### src/core/hsr_pkg.sv
package hsr_pkg;
  // ==========================================================
  // timing
  localparam int unsigned CLK_MHZ = 200;
  localparam int unsigned IDLE_SUSPEND_MS = 3;
  localparam int unsigned IDLE_SUSPEND_CYC = IDLE_SUSPEND_MS * 1000 * CLK_MHZ;
  // resume signaling length driven on the link (our choice)
  localparam int unsigned RESUME_SIG_US = 20;
  localparam int unsigned RESUME_SIG_CYC = RESUME_SIG_US * CLK_MHZ;
  localparam int unsigned CNT_W = 24;
  // ==========================================================
  // register offsets (byte addresses)
  localparam logic [3:0] ADDR_STATUS = 4'h0;
  localparam logic [3:0] ADDR_MASK = 4'h4;
  localparam logic [3:0] ADDR_CTRL = 4'h8;
  localparam logic [3:0] ADDR_PORTCMD = 4'hc;
  // ==========================================================
  // status / mask bit positions
  localparam int unsigned ST_GLB = 0;
  localparam int unsigned ST_RSM = 1;
  localparam int unsigned ST_FWU = 2;
  localparam int unsigned ST_W = 3;
  // control bit positions
  localparam int unsigned CT_RWU = 0;
  // port command codes
  localparam logic [2:0] PCMD_SUSPEND = 3'h1;
  localparam logic [2:0] PCMD_RESUME = 3'h2;
  localparam int unsigned NPORT = 5;
  localparam logic [31:0] UNMAPPED_RD = 32'h0000_0000;
  // ==========================================================
  // states
  typedef enum logic [4:0] {
    S_RUN = 5'h01,
    S_SUSP = 5'h02,
    S_OFF = 5'h04,
    S_LOCK = 5'h08,
    S_RESUME = 5'h10
  } hsr_state_t;
  // avalon request bundle
  typedef struct packed {
    logic [3:0] address;
    logic read;
    logic write;
    logic [31:0] writedata;
  } hsr_av_req_t;
endpackage

### src/core/hsr_ctrl.sv
// Chosen here: register access over Avalon-MM and the placing of the registers.
`timescale 1ns/1ps
`default_nettype none
module hsr_ctrl #(
  // upstream idle cycles that count as a suspend request
  parameter int unsigned IDLE_CYC = hsr_pkg::IDLE_SUSPEND_CYC
) (
  // clock and reset
  input wire logic clk,
  input wire logic rst_b,
  // avalon-mm slave
  input wire hsr_pkg::hsr_av_req_t av_req,
  output logic [31:0] av_readdata,
  output logic av_waitrequest,
  // upstream link state
  input wire logic up_idle,
  input wire logic up_j_to_k,
  output logic up_resume_drive,
  // downstream ports
  input wire logic [hsr_pkg::NPORT-1:0] dn_event,
  output logic dn_signal_en,
  output logic dn_resume_drive,
  output logic [hsr_pkg::NPORT-1:0] port_suspended,
  output logic [hsr_pkg::NPORT-1:0] port_suspend_change_bit,
  input wire logic [hsr_pkg::NPORT-1:0] port_change_clr,
  // processor and clocking
  input wire logic cpu_halt,
  input wire logic external_irq_a,
  input wire logic external_irq_b,
  input wire logic pll_lock,
  output logic osc_pll_en,
  output logic clk_gate_en,
  output logic irq
);
  // ==========================================================
  // declarations
  hsr_pkg::hsr_state_t state_reg; // power state
  logic [hsr_pkg::CNT_W-1:0] cnt_reg; // idle / resume timer
  logic [hsr_pkg::ST_W-1:0] status_reg; // suspend_resume_status_reg
  logic [hsr_pkg::ST_W-1:0] mask_reg; // interrupt mask
  logic rwu_en_reg; // remote wakeup enable
  logic from_up_reg; // resume came from upstream
  logic from_ext_reg; // wake came from an external irq pin
  logic ack_reg; // bus answer phase
  logic [2:0] port_command_field;
  logic [2:0] port_selector_field;
  // bus handshake and wake terms
  logic wr_ok, ext_irq, remote_ev, resume_done;
  // per-event set strobes for the status flags
  logic [hsr_pkg::ST_W-1:0] set_st;

  // ==========================================================
  // bus decode: one wait cycle then answer
  assign wr_ok = av_req.write && ack_reg;
  assign ext_irq = external_irq_a | external_irq_b;
  // remote wakeup sources: any downstream port or irq pin
  assign remote_ev = (|dn_event) | ext_irq;
  assign resume_done = (state_reg == hsr_pkg::S_RESUME) &&
    (cnt_reg == hsr_pkg::CNT_W'(hsr_pkg::RESUME_SIG_CYC - 1));

  // answer phase toggles on each access
  // second cycle of every access is the answer cycle
  always_ff @(posedge clk or negedge rst_b) begin
    if (!rst_b) begin
      ack_reg <= 1'b0;
    end else begin
      ack_reg <= (av_req.read || av_req.write) && !ack_reg;
    end
  end

  // waitrequest high until answer cycle
  // an idle slave keeps waitrequest high
  always_ff @(posedge clk or negedge rst_b) begin
    if (!rst_b) begin
      av_waitrequest <= 1'b1;
    end else begin
      av_waitrequest <= !((av_req.read || av_req.write) && !ack_reg);
    end
  end

  // read data mux
  always_ff @(posedge clk or negedge rst_b) begin
    if (!rst_b) begin
      av_readdata <= 32'h0000_0000;
    end else if ((av_req.read) && !ack_reg) begin
      // latched on the request cycle, stands through the answer
      case (av_req.address)
        hsr_pkg::ADDR_STATUS: av_readdata <= 32'(status_reg);
        hsr_pkg::ADDR_MASK: av_readdata <= 32'(mask_reg);
        hsr_pkg::ADDR_CTRL: av_readdata <= 32'(rwu_en_reg);
        hsr_pkg::ADDR_PORTCMD: begin
          av_readdata <= {27'h0, port_suspended};
        end
        default: av_readdata <= hsr_pkg::UNMAPPED_RD;
      endcase
    end
  end

  // mask and control registers
  // writes to other offsets leave both untouched
  always_ff @(posedge clk or negedge rst_b) begin
    if (!rst_b) begin
      mask_reg <= 3'h0;
      rwu_en_reg <= 1'b0;
    end else if (wr_ok) begin
      if (av_req.address == hsr_pkg::ADDR_MASK) begin
        mask_reg <= av_req.writedata[hsr_pkg::ST_W-1:0];
      end
      if (av_req.address == hsr_pkg::ADDR_CTRL) begin
        rwu_en_reg <= av_req.writedata[hsr_pkg::CT_RWU];
      end
    end
  end

  // port command write fields
  assign port_command_field = av_req.writedata[2:0];
  assign port_selector_field = av_req.writedata[10:8];

  // ==========================================================
  // power state machine
  always_ff @(posedge clk or negedge rst_b) begin
    if (!rst_b) begin
      state_reg <= hsr_pkg::S_RUN;
      cnt_reg <= '0;
      from_up_reg <= 1'b0;
      from_ext_reg <= 1'b0;
    end else begin
      case (state_reg)
        hsr_pkg::S_RUN: begin
          // 3 ms idle timer
          // any bus activity restarts the count
          if (!up_idle) begin
            cnt_reg <= '0;
          end else if (cnt_reg ==
              hsr_pkg::CNT_W'(IDLE_CYC - 1)) begin
            cnt_reg <= '0;
            state_reg <= hsr_pkg::S_SUSP;
          end else begin
            cnt_reg <= cnt_reg + 1'b1;
          end
        end
        hsr_pkg::S_SUSP, hsr_pkg::S_OFF: begin
          // only a wake source or the halt leaves suspend
          // upstream resume wins
          if (up_j_to_k) begin
            from_up_reg <= 1'b1;
            from_ext_reg <= 1'b0;
            state_reg <= hsr_pkg::S_LOCK;
          end else if (remote_ev && rwu_en_reg) begin
            from_up_reg <= 1'b0;
            // remembered: the pin may drop before lock
            from_ext_reg <= ext_irq;
            state_reg <= hsr_pkg::S_LOCK;
          end else if (cpu_halt) begin
            state_reg <= hsr_pkg::S_OFF;
          end
        end
        hsr_pkg::S_LOCK: begin
          if (pll_lock) begin
            cnt_reg <= '0;
            state_reg <= hsr_pkg::S_RESUME;
          end
        end
        hsr_pkg::S_RESUME: begin
          // resume signaling length
          if (resume_done) begin
            cnt_reg <= '0;
            state_reg <= hsr_pkg::S_RUN;
          end else begin
            cnt_reg <= cnt_reg + 1'b1;
          end
        end
        // an illegal code falls back to run
        default: state_reg <= hsr_pkg::S_RUN;
      endcase
    end
  end

  // ==========================================================
  // link and clock outputs
  // all registered from the power state; up_resume_drive also needs from_up_reg low
  always_ff @(posedge clk or negedge rst_b) begin
    if (!rst_b) begin
      dn_signal_en <= 1'b1;
      osc_pll_en <= 1'b1;
      clk_gate_en <= 1'b1;
      up_resume_drive <= 1'b0;
      dn_resume_drive <= 1'b0;
    end else begin
      dn_signal_en <= (state_reg == hsr_pkg::S_RUN);
      osc_pll_en <= (state_reg != hsr_pkg::S_OFF);
      clk_gate_en <= (state_reg == hsr_pkg::S_RUN) ||
        (state_reg == hsr_pkg::S_RESUME) || (state_reg == hsr_pkg::S_SUSP);
      dn_resume_drive <= (state_reg == hsr_pkg::S_RESUME);
      up_resume_drive <= (state_reg == hsr_pkg::S_RESUME) && !from_up_reg;
    end
  end

  // ==========================================================
  // status events; set wins over write-one clear
  always_comb begin
    set_st = '0;
    set_st[hsr_pkg::ST_GLB] = (state_reg == hsr_pkg::S_SUSP) &&
      !dn_signal_en && !status_reg[hsr_pkg::ST_GLB];
    set_st[hsr_pkg::ST_RSM] = (state_reg == hsr_pkg::S_LOCK) && pll_lock;
    set_st[hsr_pkg::ST_FWU] = (state_reg == hsr_pkg::S_LOCK) && pll_lock &&
      from_ext_reg;
  end

  // sticky status register
  // write-one clear; an event in the same cycle still lands
  always_ff @(posedge clk or negedge rst_b) begin
    if (!rst_b) begin
      status_reg <= 3'h0;
    end else if (wr_ok && av_req.address == hsr_pkg::ADDR_STATUS) begin
      status_reg <= (status_reg & ~av_req.writedata[hsr_pkg::ST_W-1:0])
        | set_st;
    end else begin
      status_reg <= status_reg | set_st;
    end
  end

  // interrupt follows status one cycle later
  // level interrupt, masked
  always_ff @(posedge clk or negedge rst_b) begin
    if (!rst_b) begin
      irq <= 1'b0;
    end else begin
      irq <= |(status_reg & mask_reg);
    end
  end

  // ==========================================================
  // per-port suspend and change bits
  genvar gi;
  generate
    for (gi = 0; gi < hsr_pkg::NPORT; gi++) begin : g_port
      // port n is held in bit n-1
      // command to selected port
      always_ff @(posedge clk or negedge rst_b) begin
        if (!rst_b) begin
          port_suspended[gi] <= 1'b0;
        end else if (wr_ok && av_req.address == hsr_pkg::ADDR_PORTCMD &&
            port_selector_field == 3'(gi + 1)) begin
          // other command codes leave the port as it is
          if (port_command_field == hsr_pkg::PCMD_SUSPEND) begin
            port_suspended[gi] <= 1'b1;
          end else if (port_command_field == hsr_pkg::PCMD_RESUME) begin
            port_suspended[gi] <= 1'b0;
          end
        end
      end
      // change bit at resume end, or on a resume command to a suspended port 1 to 4
      // hardware sets, firmware clears; set wins
      always_ff @(posedge clk or negedge rst_b) begin
        if (!rst_b) begin
          port_suspend_change_bit[gi] <= 1'b0;
        end else if (resume_done || (wr_ok &&
            av_req.address == hsr_pkg::ADDR_PORTCMD &&
            port_selector_field == 3'(gi + 1) &&
            port_command_field == hsr_pkg::PCMD_RESUME &&
            port_suspended[gi] && gi < 4)) begin
          port_suspend_change_bit[gi] <= 1'b1;
        end else if (port_change_clr[gi]) begin
          port_suspend_change_bit[gi] <= 1'b0;
        end
      end
    end
  endgenerate
endmodule
`default_nettype wire

### config.mk
export PLATFORM = sky130hd
export DESIGN_NAME = hsr_ctrl
export DESIGN_NICKNAME = d
export VERILOG_FILES = /design/src/core/hsr_pkg.sv /design/src/core/hsr_ctrl.sv
export SDC_FILE = /design/constraint.sdc
export NUM_CORES = 1
export LEC_CHECK = 0
export ABC_AREA = 0
export ABC_CLOCK_PERIOD_IN_PS = 2600
export BUFFER_PORTS_ARGS = -buffer_cell sky130_fd_sc_hd__buf_2
export CAP_MARGIN = 5
export CORE_MARGIN = 2
export CORE_UTILIZATION = 45
export DETAILED_ROUTE_END_ITERATION = 16
export GPL_TIMING_DRIVEN = 1
export HOLD_SLACK_MARGIN = 0.02
export PLACE_DENSITY = 0.71
export SLEW_MARGIN = 10
export SYNTH_ARGS = -nofsm -noshare
export SYNTH_HDL_FRONTEND = slang
export SYNTH_SLANG_ARGS = --single-unit
### constraint.sdc
create_clock -name clk -period 2.6 [get_ports clk]
set_clock_uncertainty 0.2 [all_clocks]
set_input_delay 0.52 -clock clk [delete_from_list [all_inputs] [get_ports clk]]
set_output_delay 0.52 -clock clk [all_outputs]
set_load 0.05 [all_outputs]
== Word-level counts from Yosys, hierarchy flattened ==
Index checks and enable logic that the tools add are counted.
Word-level totals
  flip-flop bits (word level): 88
  bits of input ports: 56
  output and inout bits: 49
  word-level logic and storage cells: 147
Cells by class
  add/subtract/negate cells: 1
  equality and inequality tests: 23
  mux-type cells: 31
  bitwise operators: 7
  reductions and logical operators: 59
Operators with widths (count)
  $mux W24: 4
  $pmux W24 S3: 1
  $pmux W5 S4: 2
  $mux W5: 7
  $logic_and A1 B1 Y1: 25
  $add A24 B1 Y24 const B: 1
  $eq A24 B12 Y1 const B: 1
  $eq A24 B20 Y1 const B: 1
  $reduce_and A2 Y1: 9
  $mux W1: 16
  $reduce_bool A2 Y1: 7
  $eq A3 B2 Y1 const B: 3
  $eq A4 B4 Y1 const B: 2
  $ne A2 B2 Y1 const B: 4
  $logic_or A1 B1 Y1: 7
  $and A3 B3 Y3: 2
  $eq A3 B1 Y1 const B: 2
  $eq A3 B3 Y1 const B: 2
  $or A3 B3 Y3: 2
  $eq A5 B1 Y1 const B: 1
  $eq A5 B2 Y1 const B: 1
  $eq A5 B3 Y1 const B: 1
  $eq A5 B4 Y1 const B: 1
  $eq A5 B5 Y1 const B: 1
  13 further kinds: 18

== Longest topological paths before layout ==
Gate-level depths: netlist of run 1.
  depth after elaboration: 7
  gate-level depth with buffers: 7
  gate-level depth less buffers: 6

== Least setup slack after synthesis of run 1 ==
OpenSTA, ideal clock, no wires.
  path type: register to register
  from: reg cnt_reg[0] in the netlist's numbering
  to: reg cnt_reg[22] in the netlist's numbering
  setup time: 0.073 ns
  data arrival time: 2.129 ns
  required time: 2.327 ns
  setup slack: 0.198 ns
  cell stages (with the launch flop): 8
  path buffers: 1
  clock period less this slack: 2.402 ns
  path through: dfrtp_1 -> ha_1 -> nand3_2 -> or3_4 -> or4_1 -> clkbuf_2 -> or3_1 -> a21oi_2
Between the ends
  longest elaborated chain between the ends: 4
  elaborated cells between the ends (all ways): 8
  those cells by class: add/sub (1); eq/ne (2); mux (4); reduce/logical (1)
Ends and longest elaborated chain
  start, declared: line hsr_ctrl.sv:38  | logic [hsr_pkg::CNT_W-1:0] cnt_reg;
  start signal, assigned: line hsr_ctrl.sv:139  | cnt_reg <= cnt_reg + 1'b1;
  start signal, assigned: line hsr_ctrl.sv:170  | cnt_reg <= cnt_reg + 1'b1;
  $add A24 B1 Y24, or another cell as far along: line hsr_ctrl.sv:139, hsr_ctrl.sv:170
  $mux W24 / $logic_and A1 B1 Y1 (equally long branches): line hsr_ctrl.sv:134, hsr_ctrl.sv:58
  $mux W24, on equally long branches: line hsr_ctrl.sv:132, hsr_ctrl.sv:166
  $pmux W24 S3 *: line hsr_ctrl.sv:128  | case (state_reg)
Every way passes the cells marked *; elsewhere a longest branch is shown, timed or not.
A chain may end at the register's enable or synchronous reset.

== Worst setup path after layout of run 1 ==
  from: reg cnt_reg[22] in the netlist's numbering
  to: reg state_reg[1]
Between the ends
  longest elaborated chain between the ends: 4
  elaborated cells between the ends (all ways): 6
  those cells by class: eq/ne (4); reduce/logical (2)
Ends and longest elaborated chain
  $eq A24 B12 Y1: line hsr_ctrl.sv:59  | (cnt_reg == hsr_pkg::CNT_W'(hsr_pkg::RESUME_SIG_CYC - 1));
  $logic_and A1 B1 Y1: line hsr_ctrl.sv:58  | assign resume_done = (state_reg == hsr_pkg::S_RESUME) &&
  $ne A2 B2 Y1 (no source line)
  $reduce_and A5 Y1 (no source line) *
  end signal, assigned: line hsr_ctrl.sv:123  | state_reg <= hsr_pkg::S_RUN;
  end signal, assigned: line hsr_ctrl.sv:137  | state_reg <= hsr_pkg::S_SUSP;
  end signal, assigned: line hsr_ctrl.sv:148  | state_reg <= hsr_pkg::S_LOCK;
  end, declared: line hsr_ctrl.sv:37  | hsr_pkg::hsr_state_t state_reg;
Marks and branches as above.

==> results of run 1 <==
==> how the worst max path moves through the flow <==
stage	from	end	cells after the start
finish	cnt_reg[22]	state_reg[1]	5
global route	cnt_reg[1]	state_reg[2]	8
CTS	cnt_reg[22]	state_reg[1]	5
detailed placement	cnt_reg[22]	state_reg[1]	5
global placement	cnt_reg[22]	state_reg[1]	5
floorplan	cnt_reg[0]	cnt_reg[22]	7
==> metal layers <==
| metal | vias up | wire [um] | track usage |
|---|---|---|---|
| met5 | - | 0 | 0 |
| met4 | 0 | 89 | 0.0619 |
| met3 | 10 | 507 | 0.0473 |
| met2 | 100 | 3810 | 0.323 |
| met1 | 1409 | 3400 | 0.256 |
| li1 | 1409 | - | - |
==> through the flow <==
step / power [mW] / utilization
floorplan: 2.00 / -
global placement: 2.27 / 0.516
detailed placement: 2.31 / 0.516
CTS: 3.19 / 0.545
global route: 3.38 / 0.549
finish: 3.18 / 0.549
==> power breakdown <==
part	switching, mW	internal [mW]
logic	0.659	0.382
registers	0.147	1.12
clock network	0.380	0.492
total	1.19	1.99
==> critical path, cell delays in order (launching register included) <==
cell	delay, ps
dfrtp_1	400
or4_1	610
nor4_4	340
a31oi_1	150
nor4_1	320
mux2_1	350
==> cells in the final DEF, fill, tap and decap left out, types with 9 or more instances in the layout <==
cell type  instances
conb_1            27
nor2_1            24
o21ai_0           28
or3_1              9
nor4_1            14
clkbuf_8          11
dfrtp_1           56
nor3_1            11
buf_2             51
nand3_1           20
a21oi_1           15
inv_1             17
buf_4             13
nand2_1           32
==> final cells by class <==
| class | count | area [um2] | area share |
|---|---|---|---|
| Timing Repair Buffer | 67 | 403 | 0.101 |
| Inverter | 17 | 63.8 | 0.0159 |
| Sequential cell | 61 | 1530 | 0.383 |
| Tap cell | 99 | 124 | 0.0310 |
| Multi-Input combinational cell | 278 | 1680 | 0.419 |
| Clock buffer | 12 | 155 | 0.0388 |
| Clock inverter | 4 | 47.5 | 0.0119 |
==> cells by family (layout without fill, tap and decap cells) <==
logic type,count (synthesis),after routing,share of synthesized area
adders and majority gates,1,1,0.00366
AOI/OAI and AO/OA,74,74,0.139
xor gates and xnor gates,10,10,0.0256
muxes,8,8,0.0289
buffers and inverters,58,100,0.0958
other,1,27,0.00110
and+or+nand+nor,158,158,0.259
DFF,61,61,0.448
==> timing repair <==
| action | CTS | global route |
|---|---|---|
| hold endpoints to repair | 56 | 0 |
| setup buffers | 0 | 1 |
| setup endpoints to repair | 0 | 7 |
| gates resized for setup | 0 | 3 |
| hold buffers | 1 | 0 |
==> impl_metrics.yaml, run 1 <==
timing:
  period_share: 0.953
  whs_ps: 178
  final.setup.tns_ps: 0
  report.final.setup_viol: 0
  finalHoldViolations: 0
  max_slew.worst_pin.slew_ps: 645
  drv_slew: 0
  timing.fmax_mhz: 404
  rsz0062_at_grt: "false"
  slew_headroom: 0.569
  setup_slack_ps: 122
  period_minus_slack_ps: 2480
synth:
  netlist_top_cells_count: "dfrtp_1 (56), nand2_1 (32), o21ai_0 (28)"
  synth-seq-cells: 61
  yosysTopAreaCellShare: 0.410
  synth_warnings: 0
  synthesis.area_um2: 3420
  avgSynthCellArea_um2: 9.22
  synthArstFlopShare: 1.00
  synth-edff-count: 0
  synth_most_common_cell: "dfrtp_1"
  seq_area_frac_synth: 0.448
  synth_ff_type: "dfrtp_1"
  yosysUniqueCellTypes: 66
  synth_area_leaders: "dfrtp_1 (41%), buf_4 (5.9%), o21ai_0 (4.1%), dfstp_2 (3.8%), nand2_1 (3.5%)"
  yosysTopAreaCell: "dfrtp_1"
  syn_inst: 371
worst_setup_path:
  arrival_ps: 2510
  critical_path_required_ps: 2630
  r2r_setup_slack_ps: 120
  start_kind: "flop"
  rr_startpoint: "cnt_reg[22]"
  crit_type: "flop to flop"
  rr_worst_depth: 5
  r2r-end: "state_reg[1]"
  path_max_fanout: 4
  end_kind: "flop"
clocking:
  cts_tree: "yes"
  htreeDepth: 3
  cts_num_sinks: 61
  cts_buffer_depth: 2
  cts-root-buf: "clkbuf_8"
  clk_pin_slew_worst_paths_ps: 70
  numCtsBuffers: 9
  insertion_delay_ps: 340
place:
  dp_hpwl_um: 5580
  pre_cts_slack_ps: 79.0
  dpl-instance-area_um2: 3760
  dp.cells: 520
  gp_congestion: 0.880
  port_buffers: 51
finish:
  area_delta_synth_final_pct: 16.9
  final_nets: 491
  nFillCells: 690
  instances_no_fill: 538
  antenna_cells: 0
  drive_above_1_share: 0.246
  largest_reg_flops: 24
  fin_area_um2: 4000
routing:
  drt_iter0_markers: 198
  wl_um: 7810
  wl_per_cell_um: 14.5
  drtPass1Iterations: 4
  num_vias: 2928
  drtAntennaViolNets: 0
  drc_errors: 0
  post_drt_via_cell_ratio: 5.44
die:
  core_um2: 7290
  io_pins: 105
  start_util: 0.469
  design.die.area_um2: 8320
  die_w_um: 91.2
  core.rowCount: 31
  die_h_um: 91.2
flow_run:
  cap_violations: 0
min_path:
  timing.hold.worst_endpoint: "port_suspend_change_bit[4]"
  worstHoldStart: "port_change_clr[4]"
  holdPathStages: 2
  hp-class: "primary input to flop"
grt:
  grt_max_degree: 62
  grt_pass1_vias: 2787
  grt_overflow: 0
  grt_pass1_wl_um: 13200
  grtUsageTotal: 0.196
  grt_antenna_before_repair: 0
pwr:
  irDropWorstVdd_mv: 0.284
  p_leak_nw: 1.81
  power_density_nw_per_um2: 794
status:
  outcome: "completed"
Power figures use the tool's default switching activity.
==> run 2: changes to the inputs <==
Settings changed: ABC_AREA 0 to 1, CORE_UTILIZATION 45 to 25, PLACE_DENSITY 0.71 to 0.45.
==> run 2 against run 1 <==
Compared with the run above: critical path type unchanged; highest routed layer unchanged; critical path depth is 3 higher; utilization is 24 points lower; synthesized cell count is 31% higher; cell area is 6.1% higher; largest cell class unchanged; die area is 84% higher; sequential share of layout area is 2.2 points lower.
==> impl_metrics.yaml, run 2 <==
flow_run:
  cap_violations: 0
synth:
  synth_ff_type: "dfrtp_1"
  netlist_top_cells_count: "nand2_1 (121), nor2_1 (82), inv_1 (57)"
  syn_inst: 485
  synth_area_leaders: "dfrtp_1 (39%), nand2_1 (13%), nor2_1 (8.6%), inv_1 (6.0%), buf_4 (5.9%)"
  synth_most_common_cell: "nand2_1"
  synth-edff-count: 0
  yosysTopAreaCellShare: 0.391
  synthesis.area_um2: 3580
  synthArstFlopShare: 1.00
  yosysTopAreaCell: "dfrtp_1"
  synth_warnings: 0
  synth-seq-cells: 61
  seq_area_frac_synth: 0.428
  avgSynthCellArea_um2: 7.39
  yosysUniqueCellTypes: 38
pwr:
  p_leak_nw: 2.14
  p_sw_mw: 1.18
  p_seq_frac: 0.364
  p_int_mw: 2.09
  irDropWorstVdd_mv: 0.296
  p_sw_frac: 0.360
  pwr-share-comb: 0.268
  p_clk_frac: 0.369
  power_density_nw_per_um2: 769
clocking:
  cts_tree: "yes"
  cts_buffer_depth: 2
  cts-root-buf: "clkbuf_16"
  htreeDepth: 3
  cts_resized: 0
  insertion_delay_ps: 330
  clk_pin_slew_worst_paths_ps: 50
  numCtsBuffers: 9
  cts_num_sinks: 61
  post_cts_buffers: 0
worst_setup_path:
  cpMaxStageDelayCell: "dfrtp_1"
  end_kind: "flop"
  critical_path_required_ps: 2610
  slowest_delay_ps: 410
  path_max_fanout: 26
  cp_top_family: "simple AND/OR/NAND/NOR gates"
  rr_startpoint: "state_reg[1]"
  r2r_setup_slack_ps: 590
  crit_type: "flop to flop"
  critical_path_buf_inv_count: 2
  critPathLaunch: "state_reg[1]"
  start_kind: "flop"
  worstPathCellList: "nor2_2 -> nand3_2 -> nand2_2 -> inv_2 -> nand2_4 -> nand3_4 -> inv_4 -> nor2_1"
  arrival_ps: 2020
routing:
  wl_um: 8900
  drtPass1Iterations: 4
  drtAntennaViolNets: 0
  num_vias: 3191
  post_drt_via_cell_ratio: 4.37
  drc_errors: 0
  wl_per_cell_um: 12.2
  drt_iter0_markers: 128
timing:
  timing.fmax_mhz: 499
  drv_slew: 0
  setup_slack_ps: 595
  rsz0062_at_grt: "false"
  period_minus_slack_ps: 2010
  period_share: 0.771
  report.final.setup_viol: 0
  finalHoldViolations: 0
  final.setup.tns_ps: 0
grt:
  grtUsageTotal: 0.127
  grt_pass1_wl_um: 14800
  grt_pass1_vias: 3099
  grt_overflow: 0
  grt_antenna_before_repair: 0
  grt_max_degree: 38
die:
  core.rowCount: 43
  die_h_um: 124
  core_um2: 13900
  io_pins: 105
  die_w_um: 124
  start_util: 0.257
  design.die.area_um2: 15300
finish:
  multiInputGateArea_um2: 1670
  layout_commonest_cell: "nand2_1"
  mostFrequentLayoutCells: "nand2_1 (121), nor2_1 (82), inv_1 (57), dfrtp_1 (56), buf_2 (51)"
  nFillCells: 1519
  area_delta_synth_final_pct: 18.4
  drive_above_1_share: 0.176
  final_nets: 602
  largest_reg_flops: 24
  register_area_um2: 1530
  antenna_cells: 0
place:
  port_buffers: 51
  gp_congestion: 0.844
  pre_cts_slack_ps: 560
  dp_hpwl_um: 6880
min_path:
  hp-class: "primary input to flop"
  worstHoldStart: "port_change_clr[4]"
status:
  outcome: "completed"
-- run 2: cell types whose count changed in the layout (fill, tap and decap cells not counted), sizes merged, moves of 13 or more --
cell / delta
buf: -13
nor2: +64
nand2: +93
nand4: +15
a21oi: -14
inv: +44
-- run 2: power by group through the flow --
stage / registers, mW / logic (mW) / clock network, mW
after floorplan: 1.29 / 0.649 / 0
after global placement: 1.20 / 0.879 / 0
after detailed placement: 1.20 / 0.889 / 0
after CTS: 1.19 / 0.893 / 1.25
after global routing: 1.21 / 0.985 / 1.29
final: 1.19 / 0.874 / 1.20
-- run 2: per-stage QoR --
step	std cells	util	cell area, um2	power [mW]	hold WS, ps
floorplan	511	-	3680	1.94	24.4
global placement	713	0.282	3940	2.08	215
detailed placement	713	0.282	3940	2.09	215
CTS	730	0.305	4240	3.33	164
global route	730	0.305	4240	3.48	196
finish	730	0.305	4240	3.26	183
-- run 2: layout make-up --
type | count | share of cell area
multi-input cells | 357 | 0.394
inverters | 62 | 0.0554
clock inverters | 2 | 0.00825
flip-flops and latches | 61 | 0.361
well taps | 180 | 0.0531
repair buffers | 54 | 0.0660
clock buffers | 14 | 0.0622
-- run 2: worst reg2reg max path, stage by stage (launching register included) --
cell	delay [ps]
dfrtp_1	410
nor2_2	220
nand3_2	160
nand2_2	120
inv_2	60
nand2_4	240
nand3_4	220
inv_4	200
nor2_1	70
-- run 2: repair_timing --
action	4_1_cts	5_1_grt
endpoints found under the hold margin	20	0
setup endpoints to repair	0	0
hold buffers	1	0
-- run 2: worst paths after layout --
kind                       depth (start not counted)                          to
max                                                8                  cnt_reg[4]
min                                                2  port_suspend_change_bit[4]
max reg2reg                                        8                  cnt_reg[4]
min reg2reg                                        1             up_resume_drive
max in group asynchronous                          3              av_waitrequest
min in group asynchronous                          3               status_reg[2]
-- run 2: cell families after synthesis --
group | count (synthesis) | synth area share
and+or+nand+nor | 283 | 0.351
buffers and inverters | 93 | 0.133
DFF | 61 | 0.428
AOI/OAI and AO/OA | 36 | 0.0576
xor gates and xnor gates | 8 | 0.0196
muxes | 2 | 0.00628
adders and majority gates | 1 | 0.00349
other | 1 | 0.00105
-- run 2: routing by layer --
| metal | vias up | wire length (um) | track usage |
|---|---|---|---|
| li1 | 1621 | - | - |
| met1 | 1484 | 4030 | 0.156 |
| met2 | 74 | 4240 | 0.207 |
| met3 | 12 | 500 | 0.0394 |
| met4 | 0 | 128 | 0.0490 |
| met5 | - | 0 | 0 |
